[src/eppsq_pkg.sv]
// constants, state codes and pin-sample layout for the parallel port cycle sequencer
package eppsq_pkg;
   localparam int DATA_W = 8;
   localparam int CNT_W = 11;
   localparam int CLK_NS = 10;
   // wait line must sit still this long before it counts
   localparam int FILT_NS = 50;
   localparam int FILT_CYC = (FILT_NS + CLK_NS - 1) / CLK_NS;
   // handshake abandon window, low end of 10 to 12 us
   localparam int TOUT_US = 10;
   localparam int TOUT_CYC = TOUT_US * 1000 / CLK_NS;
   // forward fifo strobe pacing
   localparam int F_SETUP_NS = 600;
   localparam int F_PULSE_NS = 600;
   localparam int F_GAP_NS = 680;
   localparam int F_SETUP_CYC = (F_SETUP_NS + CLK_NS - 1) / CLK_NS;
   localparam int F_PULSE_CYC = (F_PULSE_NS + CLK_NS - 1) / CLK_NS;
   localparam int F_GAP_CYC = (F_GAP_NS + CLK_NS - 1) / CLK_NS;
   // bit positions of the synchronised pin vector
   localparam int SY_IOR = 0;
   localparam int SY_IOW = 1;
   localparam int SY_SEL = 2;
   localparam int SY_ADR = 3;
   localparam int SY_BUSY = 4;
   localparam int SY_HD = 5;
   localparam int SY_CD = 13;
   localparam int SY_W = 21;
   localparam logic [SY_W-1:0] SY_RST = 21'h000003;
   localparam logic [1:0] STRB_OFF = 2'h3;
   typedef enum logic [10:0] {
      ST_IDLE    = 11'h001,
      ST_W_ARM   = 11'h002,
      ST_W_GO    = 11'h004,
      ST_R_ARM   = 11'h008,
      ST_R_GO    = 11'h010,
      ST_CMD19   = 11'h020,
      ST_CMD17   = 11'h040,
      ST_DONE    = 11'h080,
      ST_F_SETUP = 11'h100,
      ST_F_PULSE = 11'h200,
      ST_F_GAP   = 11'h400
   } eppsq_state_e;
endpackage : eppsq_pkg

[src/eppsq_wait_if.sv]
// carries the settled wait level from the filter to the sequencer
`timescale 1ns/1ps
`default_nettype none
interface eppsq_wait_if;
   logic settled_n;
   modport src (output settled_n);
   modport dst (input settled_n);
endinterface : eppsq_wait_if
`default_nettype wire
[src/eppsq_top.sv]
// Overview of operation
// - Wait line counts only after staying unchanged for at least 50 ns.
// - Write line stays high whenever no write cycle is running.
// - Outside fifo mode, host write strobe to the port pulls ready low, stalling the bus.
// - In 1.9 cycles ready returns only after wait is deasserted or the handshake timeout expires.
// - In 1.9 writes command strobe follows the peripheral asserting wait.
// - In 1.9 writes direction is low before write line falls.
// - In 1.9 cycles command strobe ends only when wait deasserts or the handshake timeout expires.
// - In 1.9 reads data is tri-stated before direction flips and strobe.
// - In 1.9 reads wait deassert returns direction low and redrives data.
// - In reads write line is high before command strobe asserts.
// - Read byte from the cable is passed to the host data lines.
// - In 1.7 cycles ready returns when the peripheral asserts wait.
// - In 1.7 reads command strobe follows host read with no wait check.
// - Fifo mode ignores acknowledge and paces each byte on busy only.
// - Fifo forward bytes come from dma near 500 kbyte per second.
`timescale 1ns/1ps
`default_nettype none
module eppsq_top
   import eppsq_pkg::*;
#(
   parameter int TIMEOUT_CYC = eppsq_pkg::TOUT_CYC
)(
   input wire logic clock_i,                                   // 100 MHz device clock
   input wire logic rst_i,                                     // async reset, high
   input wire logic ior_n_i,                                   // host read strobe pin
   input wire logic iow_n_i,                                   // host write strobe pin
   input wire logic port_sel_i,                                // host address hits port
   input wire logic addr_cycle_i,                              // 1 address, 0 data register
   input wire logic [eppsq_pkg::DATA_W-1:0] host_data_lines_i, // host data in
   output logic [eppsq_pkg::DATA_W-1:0] host_data_lines_o,     // host data out
   output logic host_data_lines_oe_n_o,                        // low while driving host
   output logic iochrdy_o,                                     // low stalls host cycle
   input wire logic mode_19_i,                                 // 1 selects 1.9 handshake
   input wire logic fifo_mode_i,                               // forward fifo mode
   input wire logic port_direction_bit_i,                      // software direction bit
   input wire logic wait_n_i,                                  // peripheral wait pin
   input wire logic busy_i,                                    // peripheral busy pin
   input wire logic [eppsq_pkg::DATA_W-1:0] cable_data_lines_i, // cable data in
   output logic [eppsq_pkg::DATA_W-1:0] cable_data_lines_o,    // cable data out
   output logic cable_data_lines_oe_n_o,                       // low while driving cable
   output logic write_n_o,                                     // cable write line
   output logic data_strobe_n_o,                               // data command strobe
   output logic addr_strobe_n_o,                               // address command strobe
   output logic dir_o,                                         // cable direction, 1 input
   output logic strobe_n_o,                                    // fifo forward strobe
   input wire logic [eppsq_pkg::DATA_W-1:0] fifo_data_i,       // dma byte
   input wire logic fifo_valid_i,                              // dma byte valid
   output logic fifo_ready_o,                                  // dma byte taken
   output logic timeout_o                                      // handshake abandoned
);
   typedef struct packed {
      eppsq_state_e st;
      logic [CNT_W-1:0] cnt;
      logic [SY_W-1:0] sy1;
      logic [SY_W-1:0] sy2;
      logic rd;
      logic adr;
      logic iochrdy;
      logic write_n;
      logic [1:0] strb_n;
      logic dir;
      logic pd_oe_n;
      logic [DATA_W-1:0] pd;
      logic [DATA_W-1:0] sd;
      logic sd_oe_n;
      logic strobe_n;
      logic fifo_rdy;
      logic tout;
   } eppsq_state_s;

   eppsq_state_s q, n;
   eppsq_wait_if wif ();
   logic wlv, ior_n, iow_n, sel, busy, stall;
   logic [DATA_W-1:0] hd, cd;

   if (TIMEOUT_CYC < 2 || TIMEOUT_CYC >= (1 << CNT_W)) begin : g_chk
      $error("timeout count out of range");
   end

   eppsq_wait_filter u_filt (
      .clock_i  (clock_i),
      .rst_i    (rst_i),
      .wait_n_i (wait_n_i),
      .flt      (wif.src)
   );

   assign wlv = wif.settled_n;
   assign ior_n = q.sy2[SY_IOR];
   assign iow_n = q.sy2[SY_IOW];
   assign sel = q.sy2[SY_SEL];
   assign busy = q.sy2[SY_BUSY];
   assign hd = q.sy2[SY_HD +: DATA_W];
   assign cd = q.sy2[SY_CD +: DATA_W];
   assign stall = !q.iochrdy && (q.st != ST_DONE) && (q.st != ST_IDLE);

   // {address strobe, data strobe}, active low
   function automatic logic [1:0] strb_on(input logic adr);
      return adr ? 2'h1 : 2'h2;
   endfunction : strb_on

   always_comb
   begin
      n = q;
      n.sy1 = {cable_data_lines_i, host_data_lines_i, busy_i, addr_cycle_i, port_sel_i, iow_n_i, ior_n_i};
      n.sy2 = q.sy1;
      n.tout = 1'b0;
      n.fifo_rdy = 1'b0;
      n.cnt = q.cnt + 1'b1;
      case (q.st)
         ST_IDLE:
         begin
            n.cnt = '0;
            n.iochrdy = 1'b1;
            n.write_n = 1'b1;
            n.strb_n = STRB_OFF;
            n.sd_oe_n = 1'b1;
            n.dir = port_direction_bit_i;
            n.pd_oe_n = port_direction_bit_i;
            if (fifo_mode_i)
            begin
               // acknowledge is never looked at here
               n.fifo_rdy = !busy && !q.fifo_rdy;
               if (q.fifo_rdy && fifo_valid_i && !busy)
               begin
                  n.pd = fifo_data_i;
                  n.pd_oe_n = 1'b0;
                  n.dir = 1'b0;
                  n.st = ST_F_SETUP;
               end
            end
            else if (sel && !iow_n)
            begin
               n.iochrdy = 1'b0;
               n.rd = 1'b0;
               n.adr = q.sy2[SY_ADR];
               n.pd = hd;
               n.pd_oe_n = 1'b0;
               n.dir = 1'b0;
               if (mode_19_i)
               begin
                  n.st = ST_W_ARM;
               end
               else
               begin
                  n.write_n = 1'b0;
                  n.st = ST_W_GO;
               end
            end
            else if (sel && !ior_n)
            begin
               n.iochrdy = 1'b0;
               n.rd = 1'b1;
               n.adr = q.sy2[SY_ADR];
               n.pd_oe_n = 1'b1;
               if (mode_19_i)
               begin
                  n.st = ST_R_ARM;
               end
               else
               begin
                  n.dir = 1'b1;
                  n.strb_n = strb_on(q.sy2[SY_ADR]);
                  n.st = ST_CMD17;
               end
            end
         end
         ST_W_ARM:
         begin
            if (!wlv)
            begin
               n.write_n = 1'b0;
               n.st = ST_W_GO;
            end
         end
         ST_W_GO:
         begin
            n.strb_n = strb_on(q.adr);
            n.st = mode_19_i ? ST_CMD19 : ST_CMD17;
         end
         ST_R_ARM:
         begin
            if (!wlv)
            begin
               n.dir = 1'b1;
               n.st = ST_R_GO;
            end
         end
         ST_R_GO:
         begin
            n.strb_n = strb_on(q.adr);
            n.st = ST_CMD19;
         end
         ST_CMD19:
         begin
            if (wlv)
            begin
               n.strb_n = STRB_OFF;
               n.iochrdy = 1'b1;
               n.st = ST_DONE;
               if (q.rd)
               begin
                  n.sd = cd;
                  n.dir = 1'b0;
                  n.pd_oe_n = 1'b0;
               end
            end
         end
         ST_CMD17:
         begin
            if (!wlv)
            begin
               n.iochrdy = 1'b1;
               n.st = ST_DONE;
               if (q.rd)
               begin
                  n.sd = cd;
               end
            end
         end
         ST_DONE:
         begin
            n.cnt = '0;
            n.sd_oe_n = !(q.rd && !ior_n);
            if (ior_n && iow_n)
            begin
               n.strb_n = STRB_OFF;
               n.write_n = 1'b1;
               n.sd_oe_n = 1'b1;
               n.st = ST_IDLE;
            end
         end
         ST_F_SETUP:
         begin
            if (q.cnt == CNT_W'(F_SETUP_CYC - 1))
            begin
               n.cnt = '0;
               n.strobe_n = 1'b0;
               n.st = ST_F_PULSE;
            end
         end
         ST_F_PULSE:
         begin
            if (q.cnt == CNT_W'(F_PULSE_CYC - 1))
            begin
               n.cnt = '0;
               n.strobe_n = 1'b1;
               n.st = ST_F_GAP;
            end
         end
         ST_F_GAP:
         begin
            // only busy paces the next byte
            if (busy)
            begin
               n.cnt = '0;
            end
            else if (q.cnt == CNT_W'(F_GAP_CYC - 1))
            begin
               n.cnt = '0;
               n.st = ST_IDLE;
            end
         end
         default:
         begin
            n.st = ST_IDLE;
         end
      endcase
      // peripheral never finished the handshake
      if (stall && q.cnt == CNT_W'(TIMEOUT_CYC - 1))
      begin
         n.tout = 1'b1;
         n.iochrdy = 1'b1;
         n.strb_n = STRB_OFF;
         n.st = ST_DONE;
      end
   end

   always_ff @(posedge clock_i or posedge rst_i)
   begin
      if (rst_i)
      begin
         q <= '{st: ST_IDLE, cnt: '0, sy1: SY_RST, sy2: SY_RST, rd: 1'b0, adr: 1'b0,
                iochrdy: 1'b1, write_n: 1'b1, strb_n: STRB_OFF, dir: 1'b0, pd_oe_n: 1'b1,
                pd: '0, sd: '0, sd_oe_n: 1'b1, strobe_n: 1'b1, fifo_rdy: 1'b0, tout: 1'b0};
      end
      else
      begin
         q <= n;
      end
   end

   assign host_data_lines_o = q.sd;
   assign host_data_lines_oe_n_o = q.sd_oe_n;
   assign iochrdy_o = q.iochrdy;
   assign cable_data_lines_o = q.pd;
   assign cable_data_lines_oe_n_o = q.pd_oe_n;
   assign write_n_o = q.write_n;
   assign addr_strobe_n_o = q.strb_n[1];
   assign data_strobe_n_o = q.strb_n[0];
   assign dir_o = q.dir;
   assign strobe_n_o = q.strobe_n;
   assign fifo_ready_o = q.fifo_rdy;
   assign timeout_o = q.tout;
endmodule : eppsq_top
`default_nettype wire

[src/eppsq_wait_filter.sv]
// synchroniser and deglitch filter for the peripheral wait line
`timescale 1ns/1ps
`default_nettype none
module eppsq_wait_filter
   import eppsq_pkg::*;
#(
   parameter int STABLE_CYC = eppsq_pkg::FILT_CYC
)(
   input wire logic clock_i,     // device clock
   input wire logic rst_i,       // async reset, high
   input wire logic wait_n_i,    // raw wait pin, low active
   eppsq_wait_if.src flt         // settled level out
);
   typedef struct packed {
      logic s1;
      logic s2;
      logic s3;
      logic lvl;
      logic [3:0] cnt;
   } eppsq_flt_s;

   eppsq_flt_s q, n;

   if (STABLE_CYC < 1 || STABLE_CYC > 15) begin : g_chk
      $error("filter length out of range");
   end

   always_comb
   begin
      n = q;
      n.s1 = wait_n_i;
      n.s2 = q.s1;
      n.s3 = q.s2;
      // restart whenever the line moves, accept after a quiet stretch
      if (q.s2 != q.s3)
      begin
         n.cnt = 4'h0;
      end
      else if (q.s2 != q.lvl)
      begin
         if (q.cnt == 4'(STABLE_CYC - 1))
         begin
            n.lvl = q.s2;
            n.cnt = 4'h0;
         end
         else
         begin
            n.cnt = q.cnt + 4'h1;
         end
      end
      else
      begin
         n.cnt = 4'h0;
      end
   end

   always_ff @(posedge clock_i or posedge rst_i)
   begin
      if (rst_i)
      begin
         q <= '{s1: 1'b1, s2: 1'b1, s3: 1'b1, lvl: 1'b1, cnt: 4'h0};
      end
      else
      begin
         q <= n;
      end
   end

   assign flt.settled_n = q.lvl;
endmodule : eppsq_wait_filter
`default_nettype wire

[config.mk]
export PLATFORM = sky130hd
export DESIGN_NAME = eppsq_top
export DESIGN_NICKNAME = d
export VERILOG_FILES = /design/src/eppsq_pkg.sv /design/src/eppsq_wait_if.sv /design/src/eppsq_top.sv /design/src/eppsq_wait_filter.sv
export SDC_FILE = /design/constraint.sdc
export NUM_CORES = 1
export LEC_CHECK = 0
export BUFFER_PORTS_ARGS = -buffer_cell sky130_fd_sc_hd__buf_2
export CORE_UTILIZATION = 50
export CTS_BUF_LIST = sky130_fd_sc_hd__clkbuf_2 sky130_fd_sc_hd__clkbuf_4 sky130_fd_sc_hd__clkbuf_8
export DETAILED_ROUTE_END_ITERATION = 10
export PLACE_DENSITY = 0.71
export SLEW_MARGIN = 0
export SYNTH_ARGS = -nofsm -noshare
export SYNTH_HDL_FRONTEND = slang
export SYNTH_HIERARCHICAL = 1
export SYNTH_SLANG_ARGS = --single-unit
[constraint.sdc]
create_clock -name clock_i -period 4.6 [get_ports clock_i]
set_input_delay 0 -clock clock_i [delete_from_list [all_inputs] [get_ports clock_i]]
set_output_delay 0 -clock clock_i [all_outputs]
set_load 0.05 [all_outputs]
==> results of run 1 <==
routing by layer:
layer	up-vias	GRT usage	wire (um)
met3	17	0.0399	565
li1	1499	-	-
met4	0	0.0922	178
met2	131	0.339	4460
met1	1576	0.302	4140
met5	-	0	0
path summary, 6_finish.rpt:
| check | startpoint | to | slack (ns) | depth (start not counted) |
|---|---|---|---|---|
| worst max-delay path | q[90] | q[79] | 1.70 | 4 |
| worst min-delay path | rst_i | u_filt/q[1] | 0.12 | 3 |
| worst max register to register | q[90] | q[79] | 1.70 | 4 |
| worst min register to register | n[30] | q[30] | 0.36 | 0 |
| max in group asynchronous | rst_i | q[90] | 3.28 | 4 |
| min in group clock_i | cable_data_lines_i[7] | n[48] | 0.25 | 2 |
power groups by stage:
| stage | combinational (mW) | clock (mW) | sequential [mW] |
|---|---|---|---|
| 2_1_floorplan | 0.975 | 0 | 1.19 |
| 3_3_place_gp | 1.16 | 0 | 1.17 |
| 3_5_place_dp | 1.17 | 0 | 1.18 |
| 4_1_cts | 1.20 | 0.589 | 1.16 |
| 5_1_grt | 1.29 | 0.620 | 1.19 |
| 6_report | 1.21 | 0.575 | 1.17 |
synthesized netlist by cell type, types with 2 or more instances:
cell	number	area [sq um]
dfrtp_1	84	2100
nor2_1	33	124
inv_1	25	93.8
nand2_1	25	93.8
a21oi_1	24	120
buf_4	17	128
dfstp_2	16	420
nand3_1	14	70.1
nor3_1	12	60.1
a221oi_1	10	87.6
xor2_1	9	78.8
nor4_1	8	50.1
o21ai_0	8	40.0
xnor2_1	8	70.1
clkbuf_1	7	26.3
mux2_2	7	78.8
buf_2	6	30.0
nand4_1	5	31.3
and3_1	4	25.0
a32oi_1	3	26.3
ha_1	3	37.5
nand2b_1	3	18.8
nor4b_1	3	26.3
or3_1	3	18.8
or4_4	3	33.8
a31oi_1	2	12.5
a32o_1	2	20.0
buf_6	2	22.5
nand2_2	2	12.5
nand3b_1	2	15.0
nand4b_1	2	17.5
nor4_4	2	42.5
o211ai_1	2	15.0
o21a_1	2	15.0
or4_1	2	15.0
or4b_1	2	20.0
registers in the layout, indices dropped and copies added, names as in the netlist:
signal,count
cd,8
cable_data_lines_oe_n_o,1
u_filt/flt.settled_n,1
dir_o,1
write_n_o,1
addr_strobe_n_o,1
host_data_lines_oe_n_o,1
host_data_lines_o,8
cable_data_lines_o,8
iow_n,1
busy,1
u_filt/n,2
fifo_ready_o,1
timeout_o,1
iochrdy_o,1
ior_n,1
hd,8
q,26
strobe_n_o,1
u_filt/q,5
n,21
data_strobe_n_o,1
critical path: stages (launching register included):
cell and delay [ns]:
dfrtp_1 0.52, nor3_1 0.56, nand4_1 0.38, a211oi_1 1.16
nor2_1 0.12
logic make-up (layout without fill, tap and decap cells):
| group | Yosys count | in the layout | share of synthesized area |
|---|---|---|---|
| and+or+nand+nor | 135 | 135 | 0.178 |
| AOI/OAI and AO/OA | 65 | 65 | 0.105 |
| buffers and inverters | 59 | 137 | 0.0710 |
| DFF | 100 | 100 | 0.579 |
| muxes | 9 | 9 | 0.0241 |
| adders and majority gates | 3 | 3 | 0.00862 |
| xor gates and xnor gates | 17 | 17 | 0.0342 |
layout make-up:
type                    instances  area [sq um]
multi-input cells             229          1520
inverters                      25          95.1
repair buffers                 96           653
clock inverters                 7          88.8
well taps                     105           131
clock buffers                   9           124
fillers                       659          3200
flip-flops and latches        100          2520
repair_timing:
action,CTS,global route
endpoints found under the setup margin,0,0
hold buffers,34,0
hold endpoints to repair,64,0
==> flow_summary.rst, run 1 <==
.. list-table::
   :header-rows: 1

   * - Metric
     - Value
   * - Flop and latch count out of synthesis
     - 100
   * - Cell count after synthesis
     - 388
   * - Kind of path behind the tightest hold check
     - input pin to asynchronous set/reset pin
   * - Count of flip-flops with a built-in enable after synthesis
     - 0
   * - CTS Buffer Depth
     - 2
   * - Leak Pwr
     - 2.33 nW
   * - Switching power share of the total
     - 0.440
   * - Total Routing Usage GR
     - 0.218
   * - Setup Skew
     - 0.0167 ns
   * - Setup total negative slack
     - 0 ns
   * - Count of endpoints failing hold in the final timing report
     - 0
   * - Number of buffers inserted to repair setup after CTS
     - 0
   * - Vias in the first global route
     - 3063
   * - Starting utilization of the core area
     - 0.522
   * - Pin count of the biggest net entering global routing
     - 71
   * - TritonCTS clock tree
     - done
   * - Post-route standard cell area excluding fillers
     - 5140 sq um
   * - Half-perimeter wire length of the detailed placement result
     - 6270 um
   * - Share of total power in sequential cells
     - 0.396
   * - Dominant register cell in the synthesized netlist
     - dfrtp_1
   * - Number of non-filler instances in the completed layout
     - 571
   * - Path type of the worst setup path
     - register to register
   * - Initial antenna violation count
     - 0
   * - Cells resized by post-CTS repair
     - 0
   * - Die Height
     - 95.3 um
   * - Num rows
     - 33
   * - Root Buffer Master
     - clkbuf_8
   * - Hold slack
     - 0.120 ns
   * - Mapped cell area
     - 4360 sq um
   * - Final core utilization
     - 0.616
   * - Worst path required time
     - 4.82 ns
   * - Slew at the pin closest to its max-slew limit
     - 1.31 ns
   * - Cell internal pwr
     - 1.65 mW
   * - Combinational share of power
     - 0.409
   * - Number of routed nets with antenna violations
     - 0
   * - Die width
     - 95.3 um
   * - Die area
     - 9090 sq um
   * - First-pass DRT Iterations
     - 5
   * - Count of maximum capacitance violations
     - 0
   * - Number of DRC markers after the initial detailed-route iteration
     - 303
   * - Clock transition at the register clock pins on the worst setup and hold paths after CTS
     - 0.11 ns
   * - Result of the run
     - finished clean
   * - Largest voltage drop on the vdd net
     - 313 uV
   * - Total I/O pin count
     - 62
   * - Startpoint type of the worst setup path
     - register
   * - Number of diodes
     - 0
   * - Leading cell types in the layout, fill and taps excluded
     - dfrtp_1, buf_2, dlygate4sd3_1, nor2_1, nand2_1
   * - Fraction of final layout cells with drive strength greater than 1
     - 0.260
   * - Period utilization
     - 0.630
   * - Cell area after placement
     - 4590 sq um
   * - Final slew viol count
     - 0
   * - Worst Slack Setup Final
     - 1.70 ns
   * - RSZ-0062 raised after global routing
     - no
   * - Total Wirelength
     - 9340 um
   * - Sw Pwr
     - 1.30 mW
   * - CP Max Fanout
     - 12
   * - Synth Area per Inst
     - 11.2 sq um
   * - Peak clock frequency supported by timing
     - 345 MHz
   * - Part of the total power dissipated in the clock network
     - 0.195
   * - Most common cell after layout, fill and taps aside
     - dfrtp_1
   * - Routed vias
     - 3223
   * - Max-Slew Margin vs Limit
     - 0.120
   * - Clock latency at the later pin of the worst-skew pair
     - 0.38 ns
   * - Tot Pwr
     - 2.95 mW
   * - Total congestion overflow after global routing
     - 0
   * - Global-route wire length before repair
     - 14800 um
   * - Number of buffers inserted by port buffering
     - 61
   * - Syn. warnings
     - 6
   * - Tmin final
     - 2.90 ns
   * - Synth unique cells
     - 62
   * - Synthesized net count
     - 427
   * - Inserted Clock Buffers
     - 9
   * - DRC violation count after routing
     - 0
   * - Final setup violating endpoints
     - 0
   * - Number of placed cells counting well taps
     - 521
   * - Number of vias per cell after detailed routing
     - 5.64
   * - Core area
     - 8340 sq um
   * - FFs w/ async S/R, synth
     - 1.00
   * - Sequential share of the synthesized area
     - 0.579
   * - Number of sinks handled by clock tree synthesis
     - 100
   * - P&R area growth vs syn
     - 18.0%
   * - Post-place setup slack
     - 1.69 ns
   * - Detail-routed net length per standard cell
     - 16.4 um
   * - Level count of the clock H-tree
     - 3
   * - Crit path arrival time
     - 3.12 ns
   * - Net count of the finished layout
     - 500
   * - Gpl congestion
     - 0.997
   * - Critical Path Sink Type
     - register
   * - Power density cells
     - 574 nW/um^2
Power figures use the tool's default switching activity.
==> inputs of run 2 (changes only) <==
PLACE_DENSITY = 0.74   (was 0.71)
clock period = 2.35 ns   (was 4.6 ns; I/O delays follow)
==> flow_summary.rst, run 2 (synthesis gave the netlist of run 1 again) <==
.. list-table::
   :header-rows: 1

   * - Metric
     - Value
   * - Tmin final
     - 2.29 ns (was 2.90 ns)
   * - Number of buffers inserted by port buffering
     - 61 (unchanged)
   * - Routed vias
     - 3367 (was 3223)
   * - Register with the highest flop count
     - q (unchanged)
   * - First-pass DRT Iterations
     - 5 (unchanged)
   * - Clock latency at the later pin of the worst-skew pair
     - 0.37 ns (was 0.38 ns)
   * - Number of non-filler instances in the completed layout
     - 611 (was 571)
   * - Setup total negative slack
     - 0 ns (unchanged)
   * - CTS Buffer Depth
     - 2 (unchanged)
   * - Crit-path cells
     - or4b_4 > or3_4 > nor4_4 > o21ai_1 > a32oi_1 (was nor3_1 > nand4_1 > a211oi_1 > nor2_1)
   * - Hold slack
     - 0.0237 ns (was 0.120 ns)
   * - Path type of the worst setup path
     - register to register (unchanged)
   * - Number of DRC markers after the initial detailed-route iteration
     - 256 (was 303)
   * - Level count of the clock H-tree
     - 3 (unchanged)
   * - Detail-routed net length per standard cell
     - 16.4 um (about the same)
   * - Setup Skew
     - 0.0125 ns (was 0.0167 ns)
   * - Number of diodes
     - 0 (unchanged)
   * - Critical-path top delay cell
     - dfstp_2 (was a211oi_1)
   * - Peak clock frequency supported by timing
     - 437 MHz (was 345 MHz)
   * - Final setup violating endpoints
     - 0 (unchanged)
   * - Crit path arrival time
     - 2.58 ns (was 3.12 ns)
   * - Starting utilization of the core area
     - 0.522 (unchanged)
   * - Vias in the first global route
     - 3272 (was 3063)
   * - Number of sinks handled by clock tree synthesis
     - 100 (unchanged)
   * - Crit path largest cell delay
     - 0.60 ns (was 1.16 ns)
   * - Num rows
     - 33 (unchanged)
   * - Combined area of the multi-input logic cells
     - 1560 sq um (was 1520 sq um)
   * - CP Max Fanout
     - 6 (was 12)
   * - Number of placed cells counting well taps
     - 560 (was 521)
   * - Critical Path Sink Type
     - register (unchanged)
   * - Sequential cell area
     - 2520 sq um (unchanged)
   * - Die width
     - 95.3 um (unchanged)
   * - Worst path required time
     - 2.64 ns (was 4.82 ns)
   * - Final core utilization
     - 0.660 (was 0.616)
   * - Number of vias per cell after detailed routing
     - 5.51 (was 5.64)
   * - Number of routed nets with antenna violations
     - 0 (unchanged)
   * - Max-Slew Margin vs Limit
     - 0.564 (was 0.120)
   * - Kind of path behind the tightest hold check
     - input pin to register (was input pin to asynchronous set/reset pin)
   * - Result of the run
     - finished clean (unchanged)
   * - TritonCTS clock tree
     - done (unchanged)
   * - Leak Pwr
     - 2.55 nW (was 2.33 nW)
   * - Tot Pwr
     - 6.11 mW (was 2.95 mW)
   * - Total of fill cells in the finished design
     - 636 (was 659)
   * - Count of maximum capacitance violations
     - 0 (unchanged)
   * - Startpoint type of the worst setup path
     - register (unchanged)
   * - Die area
     - 9090 sq um (unchanged)
   * - Total Wirelength
     - 10000 um (was 9340 um)
   * - Inserted Clock Buffers
     - 9 (unchanged)
   * - Count of endpoints failing hold in the final timing report
     - 0 (unchanged)
   * - Half-perimeter wire length of the detailed placement result
     - 6970 um (was 6270 um)
   * - Die Height
     - 95.3 um (unchanged)
   * - Net count of the finished layout
     - 540 (was 500)
   * - Fraction of final layout cells with drive strength greater than 1
     - 0.326 (was 0.260)
   * - Gpl congestion
     - 0.891 (was 0.997)
   * - Total I/O pin count
     - 62 (unchanged)
   * - Slew at the pin closest to its max-slew limit
     - 0.652 ns (was 1.31 ns)
   * - P&R area growth vs syn
     - 26.3% (was 18.0%)
   * - Pin count of the biggest net entering global routing
     - 40 (was 71)
   * - Power density cells
     - 1110 nW/um^2 (was 574 nW/um^2)
   * - Flip-flop count of the largest register, all copies and words added
     - 26 (unchanged)
   * - Period utilization
     - 0.975 (was 0.630)
   * - Buf/Inv on CP
     - 0 (unchanged)
   * - Clock transition at the register clock pins on the worst setup and hold paths after CTS
     - 0.11 ns (about the same)
   * - Largest voltage drop on the vdd net
     - 516 uV (was 313 uV)
   * - Top delay family on crit path
     - simple AND/OR/NAND/NOR gates (was compound AO/OA/AOI/OAI gates)
   * - Initial antenna violation count
     - 0 (unchanged)
   * - Total congestion overflow after global routing
     - 0 (unchanged)
   * - DRC violation count after routing
     - 0 (unchanged)
   * - Leading cell types in the layout, fill and taps excluded
     - dfrtp_1, buf_2, buf_4, nor2_1, dlygate4sd3_1 (was dfrtp_1, buf_2, dlygate4sd3_1, nor2_1, nand2_1)
   * - Core area
     - 8340 sq um (unchanged)
   * - Most common cell after layout, fill and taps aside
     - dfrtp_1 (unchanged)
   * - Global-route wire length before repair
     - 16100 um (was 14800 um)
   * - Total Routing Usage GR
     - 0.238 (was 0.218)
   * - Root Buffer Master
     - clkbuf_8 (unchanged)
   * - Final slew viol count
     - 0 (unchanged)
==> run 2: metrics by stage <==
step / area (sq um) / worst slack, ns
floorplan: 4360 / 0.104
global placement: 4910 / 0.109
detailed placement: 4910 / 0.0790
CTS: 5450 / 0.0450
global route: 5500 / -0.00353
finish: 5500 / 0.0595
==> run 2: cell type report <==
class                   instances  area share
flip-flops and latches        100       0.458
well taps                     105      0.0239
multi-input cells             229       0.283
repair buffers                136       0.177
inverters                      25      0.0177
clock buffers                   9      0.0225
clock inverters                 7      0.0166
==> run 2: metal layers <==
metal / share of wire / track usage / up-vias
met5: 0 / 0 / -
li1: - / - / 1578
met4: 0.034 / 0.110 / 0
met1: 0.42 / 0.315 / 1645
met2: 0.50 / 0.386 / 115
met3: 0.053 / 0.0391 / 29
==> run 2: power by group <==
part	leakage (nW)	total (mW)	internal [mW]	switching, mW
combinational	1.22	2.75	1.03	1.72
sequential	1.22	2.24	2.04	0.206
clock	0.106	1.12	0.435	0.685
==> run 2: worst register-to-register path: cells and delay by family, from the launching register on <==
family           cells  cell delay [ns]
AO/OA/AOI/OAI        2             0.31
AND/OR/NAND/NOR      3             1.32
flip-flops           1             0.60
==> run 2: timing repair <==
action                                  CTS  global route
hold endpoints to repair                 67             0
buffers inserted                          0             2
hold buffers                             33             0
resized for setup                         0             5
endpoints found under the setup margin    0             5
==> run 2: worst paths after layout <==
path	start	to	slack [ns]	cells after the start
setup / recovery	q[81]	dir_o	0.06	5
hold / removal	mode_19_i	q[82]	0.02	3
setup reg to reg	q[81]	dir_o	0.06	5
hold reg to reg	n[37]	hd[4]	0.35	0
max in group asynchronous	rst_i	n[35]	1.22	5
min in group asynchronous	rst_i	u_filt/q[1]	0.15	3
